**src/hdl/fsfl_consts.svh**
```systemverilog
// bit positions, classes and reset values of the status word logic
`ifndef FSFL_CONSTS_SVH
`define FSFL_CONSTS_SVH
`define FSFL_SW_W        16
`define FSFL_EXC_W       6
`define FSFL_BIT_INV     0
`define FSFL_BIT_SF      6
`define FSFL_BIT_ES      7
`define FSFL_BIT_C0      8
`define FSFL_BIT_C1      9
`define FSFL_BIT_C2      10
`define FSFL_BIT_TOP_LO  11
`define FSFL_BIT_TOP_HI  13
`define FSFL_BIT_C3      14
`define FSFL_BIT_B       15
`define FSFL_SW_RESET    16'h0000
`define FSFL_EXC_ZERO    6'h00
`define FSFL_TOP_ZERO    3'h0
`define FSFL_CLS_NONE    4'h0
`define FSFL_CLS_COMPARE 4'h1
`define FSFL_CLS_EXAMINE 4'h2
`define FSFL_CLS_PREM    4'h3
`define FSFL_CLS_TRIG    4'h4
`define FSFL_CLS_ARITH   4'h5
`define FSFL_CLS_LOAD    4'h6
`define FSFL_CLS_RESTORE 4'h7
`define FSFL_CLS_REINIT  4'h8
`define FSFL_CLS_CLEX    4'h9
`define FSFL_CC_W        4
`define FSFL_CC_C0       0
`define FSFL_CC_C1       1
`define FSFL_CC_C2       2
`define FSFL_CC_C3       3
`endif

```
**src/hdl/fsfl_pkg.sv**
```systemverilog
// types of the status word logic
package fsfl_pkg;
   typedef struct packed {
      logic       c3;
      logic [2:0] top;
      logic       c2;
      logic       c1;
      logic       c0;
      logic       es;
      logic       sf;
      logic [5:0] exc;
   } fsfl_state_s;
endpackage

```
**src/hdl/fsfl_status_word.sv**
```systemverilog
// status word update logic: condition codes, sticky flags, summary bits
// Contract
// RL1 - stack fault: cc one shows overflow/underflow
// RL2 - inexact result: cc one marks round-up
// RL3 - examine: sign to cc one, class elsewhere
// RL4 - remainder: cc two marks incomplete reduction
// RL5 - complete remainder: quotient bits into cc
// RL6 - trig: cc two marks source out of range
// RL7 - trig: cc one roundup or stack fault
// RL8 - compare: outcome in cc zero/two/three
// RL9 - load family: cc one zero or fault
// RL10 - restore/load env: all bits from image; es and bit 15 come from image flags and current masks
// RL11 - six sticky exception flags, bits 0-5
// RL12 - summary set by any unmasked flag
// RL13 - masked exception sets flag, not summary
// RL14 - flags held until clear/init/save/restore
// RL15 - bit 15 mirrors summary bit
// RL16 - stack fault flag at bit 6
// RL17 - invalid operand never clears stack fault
// RL18 - consumers ignore undefined cc bits
// RL19 - top pointer in bits 11-13
// RL20 - whole word readable for store-status
// RL21 - cc bits at architectural positions
// RL22 - init/save clears all flag bits at once
`timescale 1ns/1ps
`include "fsfl_consts.svh"
module fsfl_status_word (
   input  wire logic                     core_clk_in,
   input  wire logic                     reset_n_in,
   input  wire logic                     instr_valid_in,
   input  wire logic [3:0]               instr_class_in,
   input  wire logic [`FSFL_EXC_W-1:0]   exc_detect_in,
   input  wire logic [`FSFL_EXC_W-1:0]   exc_mask_in,
   input  wire logic                     stack_fault_in,
   input  wire logic                     stack_overflow_in,
   input  wire logic                     round_up_in,
   input  wire logic                     cmp_c0_in,
   input  wire logic                     cmp_c2_in,
   input  wire logic                     cmp_c3_in,
   input  wire logic                     exam_sign_in,
   input  wire logic [2:0]               exam_class_in,
   input  wire logic                     prem_incomplete_in,
   input  wire logic [2:0]               prem_quotient_in,
   input  wire logic                     trig_out_of_range_in,
   input  wire logic [`FSFL_SW_W-1:0]    image_in,
   input  wire logic                     top_load_in,
   input  wire logic [2:0]               top_value_in,
   output logic      [`FSFL_SW_W-1:0]    fpu_status_word_out,
   output logic                          error_summary_out
);
   // reset word, split into fields by the function below
   localparam logic [`FSFL_SW_W-1:0] SW_RESET = `FSFL_SW_RESET;

   fsfl_pkg::fsfl_state_s   st_r;
   fsfl_pkg::fsfl_state_s   st_nxt;

   // class decode, already qualified by valid
   logic                    is_compare;
   logic                    is_examine;
   logic                    is_prem;
   logic                    is_trig;
   logic                    is_arith;
   logic                    is_load;
   logic                    is_restore;
   logic                    is_reinit;
   logic                    is_clex;
   logic                    flag_wipe;
   logic                    cc_idle;

   // flag paths
   logic [`FSFL_EXC_W-1:0]  exc_hit;
   logic [`FSFL_EXC_W-1:0]  exc_next;
   logic [`FSFL_EXC_W-1:0]  exc_live;
   logic                    sf_next;
   logic                    es_next;
   logic [2:0]              top_next;
   logic [`FSFL_SW_W-1:0]   sw_word;

   // condition code candidates, one per class
   logic                    c1_fault;
   logic                    c1_round;
   logic [`FSFL_CC_W-1:0]   cc_held;
   logic [`FSFL_CC_W-1:0]   cc_cmp;
   logic [`FSFL_CC_W-1:0]   cc_exam;
   logic [`FSFL_CC_W-1:0]   cc_prem;
   logic [`FSFL_CC_W-1:0]   cc_trig;
   logic [`FSFL_CC_W-1:0]   cc_arith;
   logic [`FSFL_CC_W-1:0]   cc_load;
   logic [`FSFL_CC_W-1:0]   cc_image;
   logic [`FSFL_CC_W-1:0]   cc_next;

   // unknown codes decode to nothing: flags still move, cc bits hold
   always_comb begin
      is_compare = 1'b0;
      is_examine = 1'b0;
      is_prem    = 1'b0;
      is_trig    = 1'b0;
      is_arith   = 1'b0;
      is_load    = 1'b0;
      is_restore = 1'b0;
      is_reinit  = 1'b0;
      is_clex    = 1'b0;
      if (instr_valid_in) begin
         unique case (instr_class_in)
            `FSFL_CLS_COMPARE: is_compare = 1'b1;
            `FSFL_CLS_EXAMINE: is_examine = 1'b1;
            `FSFL_CLS_PREM:    is_prem    = 1'b1;
            `FSFL_CLS_TRIG:    is_trig    = 1'b1;
            `FSFL_CLS_ARITH:   is_arith   = 1'b1;
            `FSFL_CLS_LOAD:    is_load    = 1'b1;
            `FSFL_CLS_RESTORE: is_restore = 1'b1;
            `FSFL_CLS_REINIT:  is_reinit  = 1'b1;
            `FSFL_CLS_CLEX:    is_clex    = 1'b1;
            default: begin
            end
         endcase
      end
   end

   // init/save and clear-exceptions both empty the sticky flags
   assign flag_wipe = is_reinit | is_clex; // RL14 RL22
   // clear-exc, class none and unknown codes leave the cc bits alone
   assign cc_idle   = ~(is_compare | is_examine | is_prem | is_trig | is_arith | is_load
                      | is_restore | is_reinit);

   // a clear and a detection in one cycle: the clear is the instruction, so it wins
   for (genvar g = 0; g < `FSFL_EXC_W; g = g + 1) begin : g_exc
      if (g == `FSFL_BIT_INV) begin : g_inv
         // a stack fault is also an invalid operation
         assign exc_hit[g] = instr_valid_in & (exc_detect_in[g] | stack_fault_in); // RL1
      end else begin : g_other
         assign exc_hit[g] = instr_valid_in & exc_detect_in[g]; // RL11
      end
      // restore overwrites the flag with the image bit
      assign exc_next[g] = flag_wipe  ? 1'b0                          // RL14
                         : is_restore ? image_in[g]                   // RL10
                         : (st_r.exc[g] | exc_hit[g]);                // RL11
      assign exc_live[g] = exc_next[g] & ~exc_mask_in[g]; // RL13
   end

   // invalid operand alone never lowers sf; only clear-exc, init or a restore image does
   always_comb begin
      if (flag_wipe) begin
         sf_next = 1'b0; // RL17 RL22
      end else if (is_restore) begin
         sf_next = image_in[`FSFL_BIT_SF];
      end else begin
         sf_next = st_r.sf | (instr_valid_in & stack_fault_in); // RL16
      end
   end

   // restore takes es from image flags and masks, not from image bit 7
   // summary follows new flags and present masks, so a mask change acts at the next clock edge
   assign es_next = |exc_live; // RL12

   // restore and init override a pointer load in the same cycle
   always_comb begin
      if (is_reinit) begin
         top_next = `FSFL_TOP_ZERO;
      end else if (is_restore) begin
         top_next = image_in[`FSFL_BIT_TOP_HI:`FSFL_BIT_TOP_LO];
      end else if (top_load_in) begin
         top_next = top_value_in; // RL19
      end else begin
         top_next = st_r.top;
      end
   end

   // a stack fault names over/underflow in cc one and outranks round-up
   always_comb begin
      c1_fault = 1'b0;
      c1_round = exc_detect_in[`FSFL_EXC_W-1] & round_up_in; // RL2
      if (stack_fault_in) begin
         c1_fault = stack_overflow_in; // RL1
         c1_round = stack_overflow_in;
      end
   end

   // undefined cc bits hold their last value
   assign cc_held = {st_r.c3, st_r.c2, st_r.c1, st_r.c0};

   // compare: outcome bits, cc one zero or fault
   always_comb begin
      cc_cmp              = cc_held;
      cc_cmp[`FSFL_CC_C0] = cmp_c0_in; // RL8
      cc_cmp[`FSFL_CC_C2] = cmp_c2_in;
      cc_cmp[`FSFL_CC_C3] = cmp_c3_in;
      cc_cmp[`FSFL_CC_C1] = c1_fault;
   end

   // examine: sign and operand class
   always_comb begin
      cc_exam              = cc_held;
      cc_exam[`FSFL_CC_C1] = exam_sign_in; // RL3
      cc_exam[`FSFL_CC_C0] = exam_class_in[0];
      cc_exam[`FSFL_CC_C2] = exam_class_in[1];
      cc_exam[`FSFL_CC_C3] = exam_class_in[2];
   end

   // incomplete reduction keeps cc zero and cc three of the last pass; cc one shows only a fault
   always_comb begin
      cc_prem              = cc_held;
      cc_prem[`FSFL_CC_C2] = prem_incomplete_in; // RL4
      cc_prem[`FSFL_CC_C1] = c1_fault;
      if (!prem_incomplete_in) begin
         cc_prem[`FSFL_CC_C0] = prem_quotient_in[2]; // RL5
         cc_prem[`FSFL_CC_C3] = prem_quotient_in[1];
         cc_prem[`FSFL_CC_C1] = stack_fault_in ? stack_overflow_in : prem_quotient_in[0];
      end
   end

   // cc one is undefined when out of range; round-up is still driven
   always_comb begin
      cc_trig              = cc_held;
      cc_trig[`FSFL_CC_C2] = trig_out_of_range_in; // RL6
      cc_trig[`FSFL_CC_C1] = c1_round; // RL7
   end

   // consumers must not rely on the held bits
   always_comb begin
      cc_arith              = cc_held;
      cc_arith[`FSFL_CC_C1] = c1_round; // RL2 RL18
   end

   // load family: only cc one is defined
   always_comb begin
      cc_load              = cc_held;
      cc_load[`FSFL_CC_C1] = c1_fault; // RL9
   end

   // restore or load env: every bit from the image
   always_comb begin
      cc_image              = cc_held;
      cc_image[`FSFL_CC_C0] = image_in[`FSFL_BIT_C0]; // RL10
      cc_image[`FSFL_CC_C1] = image_in[`FSFL_BIT_C1];
      cc_image[`FSFL_CC_C2] = image_in[`FSFL_BIT_C2];
      cc_image[`FSFL_CC_C3] = image_in[`FSFL_BIT_C3];
   end

   // one-hot decode lets the select be a plain and-or tree; init adds only zeros
   assign cc_next = ({`FSFL_CC_W{is_compare}} & cc_cmp)
                  | ({`FSFL_CC_W{is_examine}} & cc_exam)
                  | ({`FSFL_CC_W{is_prem}}    & cc_prem)
                  | ({`FSFL_CC_W{is_trig}}    & cc_trig)
                  | ({`FSFL_CC_W{is_arith}}   & cc_arith)
                  | ({`FSFL_CC_W{is_load}}    & cc_load)
                  | ({`FSFL_CC_W{is_restore}} & cc_image)
                  | ({`FSFL_CC_W{cc_idle}}    & cc_held); // RL22

   // every field has one source above; this block only packs them
   always_comb begin
      st_nxt     = st_r;
      st_nxt.exc = exc_next;
      st_nxt.sf  = sf_next;
      st_nxt.es  = es_next;
      st_nxt.top = top_next;
      st_nxt.c0  = cc_next[`FSFL_CC_C0];
      st_nxt.c1  = cc_next[`FSFL_CC_C1];
      st_nxt.c2  = cc_next[`FSFL_CC_C2];
      st_nxt.c3  = cc_next[`FSFL_CC_C3];
   end

   // field by field, so the state and the word cannot disagree in width
   function automatic fsfl_pkg::fsfl_state_s fpu_status_word_reset();
      fsfl_pkg::fsfl_state_s s;
      s.exc = SW_RESET[`FSFL_EXC_W-1:0];
      s.sf  = SW_RESET[`FSFL_BIT_SF];
      s.es  = SW_RESET[`FSFL_BIT_ES];
      s.c0  = SW_RESET[`FSFL_BIT_C0];
      s.c1  = SW_RESET[`FSFL_BIT_C1];
      s.c2  = SW_RESET[`FSFL_BIT_C2];
      s.top = SW_RESET[`FSFL_BIT_TOP_HI:`FSFL_BIT_TOP_LO];
      s.c3  = SW_RESET[`FSFL_BIT_C3];
      return s;
   endfunction

   // async clear to the reset word
   always_ff @(posedge core_clk_in or negedge reset_n_in) begin
      if (!reset_n_in) begin
         st_r <= fpu_status_word_reset();
      end else begin
         st_r <= st_nxt;
      end
   end

   // word built from named positions; b bit is a plain copy of the summary
   always_comb begin
      sw_word                                    = '0;
      sw_word[`FSFL_EXC_W-1:0]                   = st_r.exc; // RL11
      sw_word[`FSFL_BIT_SF]                      = st_r.sf; // RL16
      sw_word[`FSFL_BIT_ES]                      = st_r.es;
      sw_word[`FSFL_BIT_C0]                      = st_r.c0; // RL21
      sw_word[`FSFL_BIT_C1]                      = st_r.c1;
      sw_word[`FSFL_BIT_C2]                      = st_r.c2;
      sw_word[`FSFL_BIT_TOP_HI:`FSFL_BIT_TOP_LO] = st_r.top; // RL19
      sw_word[`FSFL_BIT_C3]                      = st_r.c3;
      sw_word[`FSFL_BIT_B]                       = st_r.es; // RL15
   end

   assign fpu_status_word_out = sw_word; // RL20
   assign error_summary_out   = st_r.es; // RL12
endmodule

```
**config.mk**
```make
export PLATFORM = sky130hd
export DESIGN_NAME = fsfl_status_word
export DESIGN_NICKNAME = d
export VERILOG_FILES = /design/src/hdl/fsfl_pkg.sv /design/src/hdl/fsfl_status_word.sv
export VERILOG_INCLUDE_DIRS = /design/src /design/src/hdl
export SDC_FILE = /design/constraint.sdc
export NUM_CORES = 1
export LEC_CHECK = 0
export BUFFER_PORTS_ARGS = -buffer_cell sky130_fd_sc_hd__buf_2
export CORE_MARGIN = 4
export CORE_UTILIZATION = 35
export DETAILED_ROUTE_END_ITERATION = 16
export PLACE_DENSITY = 0.8
export SETUP_SLACK_MARGIN = 0.15
export SLEW_MARGIN = 40
export SYNTH_ARGS = -nofsm -noshare
export SYNTH_HDL_FRONTEND = slang
export SYNTH_SLANG_ARGS = --single-unit
```
**constraint.sdc**
```tcl
create_clock -name core_clk_in -period 1.7 [get_ports core_clk_in]
set_input_delay 0.17 -clock core_clk_in [delete_from_list [all_inputs] [get_ports core_clk_in]]
set_output_delay 0.17 -clock core_clk_in [all_outputs]
set_load 0.01 [all_outputs]
```
==> results.txt <==
CTS Buffer Depth - 2
DRT Wirelength - 3.213 mm
Post-route design area - 1463 µm²
Final setup viols - 0
Via count - 1196
Area share of the largest cell type after synthesis - 36.28%
CTS H-tree lvls - 1
Aggregate global routing overflow - 0
Post-synth EDFFs - 0
RR Startpoint - fpu_status_word_out[4]
Tmin final - 1.461 ns
WHS Path Cells - 2
Final Instance Count excl. Fillers - 219
Max Fclk - 0.6847 GHz
Delay of the slowest critical-path stage - 0.46 ns
Final Util - 52.59%
Skew-Pair Late Insertion Delay - 0.30 ns
Hold crit path type - in -> reg
Pwr dens - 677.2 nW/µm²
DR pass1 iterations - 4
Root Driver - clkbuf_4
Syn Inst Count - 115
Most numerous cell in the Yosys netlist - dfrtp_1
Remaining DRCs - 0
Diodes inserted - 0
CP Class - reg -> reg
Slew Viols, Final - 0
Worst clock skew - 0.004021 ns
R2R setup slack - 0.24 ns
Crit path DAT - 1.64 ns
RSZ-0062 raised after global routing - false
Final #Nets - 243
First-pass GRT wire length - 4.961 mm
Tcrit/Tclk final - 85.91%
CTS tree - yes
ANT nets after route - 0
1st-iter DRT viols - 38
Worst Hold Endpoint - fpu_status_word_out[14]
Full die area - 3890 µm²
Top Ports - 71
Worst path most repeated cell - or4_1
Clock Sinks - 15
# Max-Cap Violations - 0
Synth cell count leaders - dfrtp_1, nor2_1, nor3_1
Hold_ws - 0.1006 ns
Pre-CTS setup slack - -0.001352 ns
Cell area after synthesis - 1035 µm²
Number of placed instances, taps included - 214
Critical R2R Capture - error_summary_out
Fillers - 281
Effective utilization at floorplan - 37.20%
IO Port Bufs - 68
Seq/Total Area, Yosys - 36.28%
Gpl congestion - 0.8553
Library cells used by synthesis - 41
Post-DP HPWL - 2.613 mm
Buf/Inv on CP - 0
CP Capture Type - flip-flop
Slowest CP cell - or4_1
Status - finished clean
Top FF cell, synth - dfrtp_1
Crit-path max FO - 2
Tightest Pin Transition - 0.3535 ns
Worst path top cell family by delay - simple AND/OR/NAND/NOR gates
Most area-hungry cell type in the Yosys netlist - dfrtp_1
CTS buffer count - 3
Worst setup SP type - flip-flop
Min-delay src - image_in[14]
Initial antenna violation count - 0
R2R depth - 4
GRT Total Usage - 15.44%
Area grow syn2layout - 41.35%
Share of layout cells above drive strength 1 - 46.81%
Cell Area, Placed - 1423 µm²
Vias per Instance - 5.461
Number of synthesized register bits - 15
Routed len/inst - 14.67 µm
Async SR Flop Fraction - 100.0%
Setup bufs post-CTS - 0
Number of hold violations in the final report - 0
Core box area - 2781 µm²
Die W - 62.37 µm
Rel. slew slack - 76.44%
VDD IR max - 0.4482 mV
Required time of the critical path - 1.88 ns
Largest net degree at the start of global routing - 16
Die height - 62.37 µm
Post-Syn Nets - 169
Mapped Avg Cell Area - 8.998 µm²
Crit path cell chain - a221oi_1 -> or4_1 -> o41ai_1 -> or4_1
Synth area leaders - dfrtp_1, nor2_1, mux2i_1
Number of synthesis warnings - 0
Fin worst setup slack - 0.2395 ns
Row cnt - 19
Clk slew on worst S/H paths - 0.11 ns
Leakage power - 0.7158 nW
Vias in the first global route - 1120
==> registers in the layout (all words and copies together) (netlist names) <==
register,flops
fpu_status_word_out,14
error_summary_out,1
==> layout by cell type, fill, tap and decap left out, drive strengths merged, types with 2 or more instances in the layout <==
master,synthesis,layout
a211oi,6,6
a21oi,6,6
a221o,2,2
a221oi,2,2
a22o,4,4
a22oi,3,3
and2,2,2
and3,2,2
buf,7,79
clkbuf,4,3
dfrtp,15,15
inv,5,5
mux2i,4,4
nand2,4,4
nand3,3,3
nor2,11,11
nor2b,3,3
nor3,9,9
nor4,2,2
o21ai,2,2
o31ai,3,3
or4,2,2
xnor2,2,2
==> logic make-up (layout without fill, tap and decap cells) <==
family / after synthesis / count (layout) / share of synthesized area (%)
AND/OR/NAND/NOR: 42 / 42 / 22.25
XOR/XNOR: 3 / 3 / 2.540
buffers and inverters: 16 / 89 / 8.947
AO/OA/AOI/OAI: 34 / 34 / 25.03
flip-flops: 15 / 15 / 36.28
multiplexers: 5 / 5 / 4.958
==> repair_timing <==
action,in CTS,in global routing
hold buffers,1,0
endpoints found under the hold margin,15,0
gates resized for setup,0,0
==> area by class of cell <==
cell class	instances	area [µm²]	area share (%)
sequential	15	375.4	25.66
multi-input combinational	84	566.8	38.75
tap	31	38.79	2.652
clock buffer	3	22.52	1.540
timing repair buffer	80	432.9	29.60
inverter	5	18.77	1.283
clock inverter	1	7.507	0.5133
==> metal layers <==
| layer | global-route usage [%] | vias up | part of all wire (%) |
|---|---|---|---|
| met2 | 25.91 | 57 | 50 |
| met1 | 18.74 | 556 | 41 |
| met3 | 4.856 | 4 | 8.9 |
| met5 | 0 | - | 0 |
| li1 | - | 579 | - |
| met4 | 4.775 | 0 | 0.90 |
==> power by group <==
part	internal [mW]	total (mW)	leakage, nW	switching [mW]
registers	0.407	0.437	0.167	0.0299
logic	0.166	0.324	0.535	0.158
clock network	0.0896	0.230	0.0139	0.140
total	0.662	0.990	0.716	0.328
==> how the worst max path moves through the flow <==
stage          slack, ns  cells after the start                   start           endpoint
2_1_floorplan     -0.004                      8       instr_class_in[3]  error_summary_out
3_3_place_gp        0.01                      6       instr_class_in[3]  error_summary_out
3_5_place_dp      -0.001                      6       instr_class_in[3]  error_summary_out
4_1_cts             0.23                      4  fpu_status_word_out[4]  error_summary_out
5_1_grt             0.18                      4  fpu_status_word_out[4]  error_summary_out
6_report            0.24                      4  fpu_status_word_out[4]  error_summary_out
==> worst reg2reg max path: cells and delay by family (launching register included) <==
kind,cells,cell delay [ns]
AND/OR/NAND/NOR,2,0.64
AO/OA/AOI/OAI,2,0.32
flip-flops,1,0.40
==> per-stage QoR <==
| step | power [mW] | setup TNS, ns |
|---|---|---|
| after global placement | 0.7579 | 0 |
| after floorplan | 0.6084 | -0.003977 |
| after global routing | 1.043 | 0 |
| final | 0.9905 | 0 |
| after CTS | 0.9983 | 0 |
| after detailed placement | 0.7673 | -0.001352 |
(Power assumes the default switching activity.)
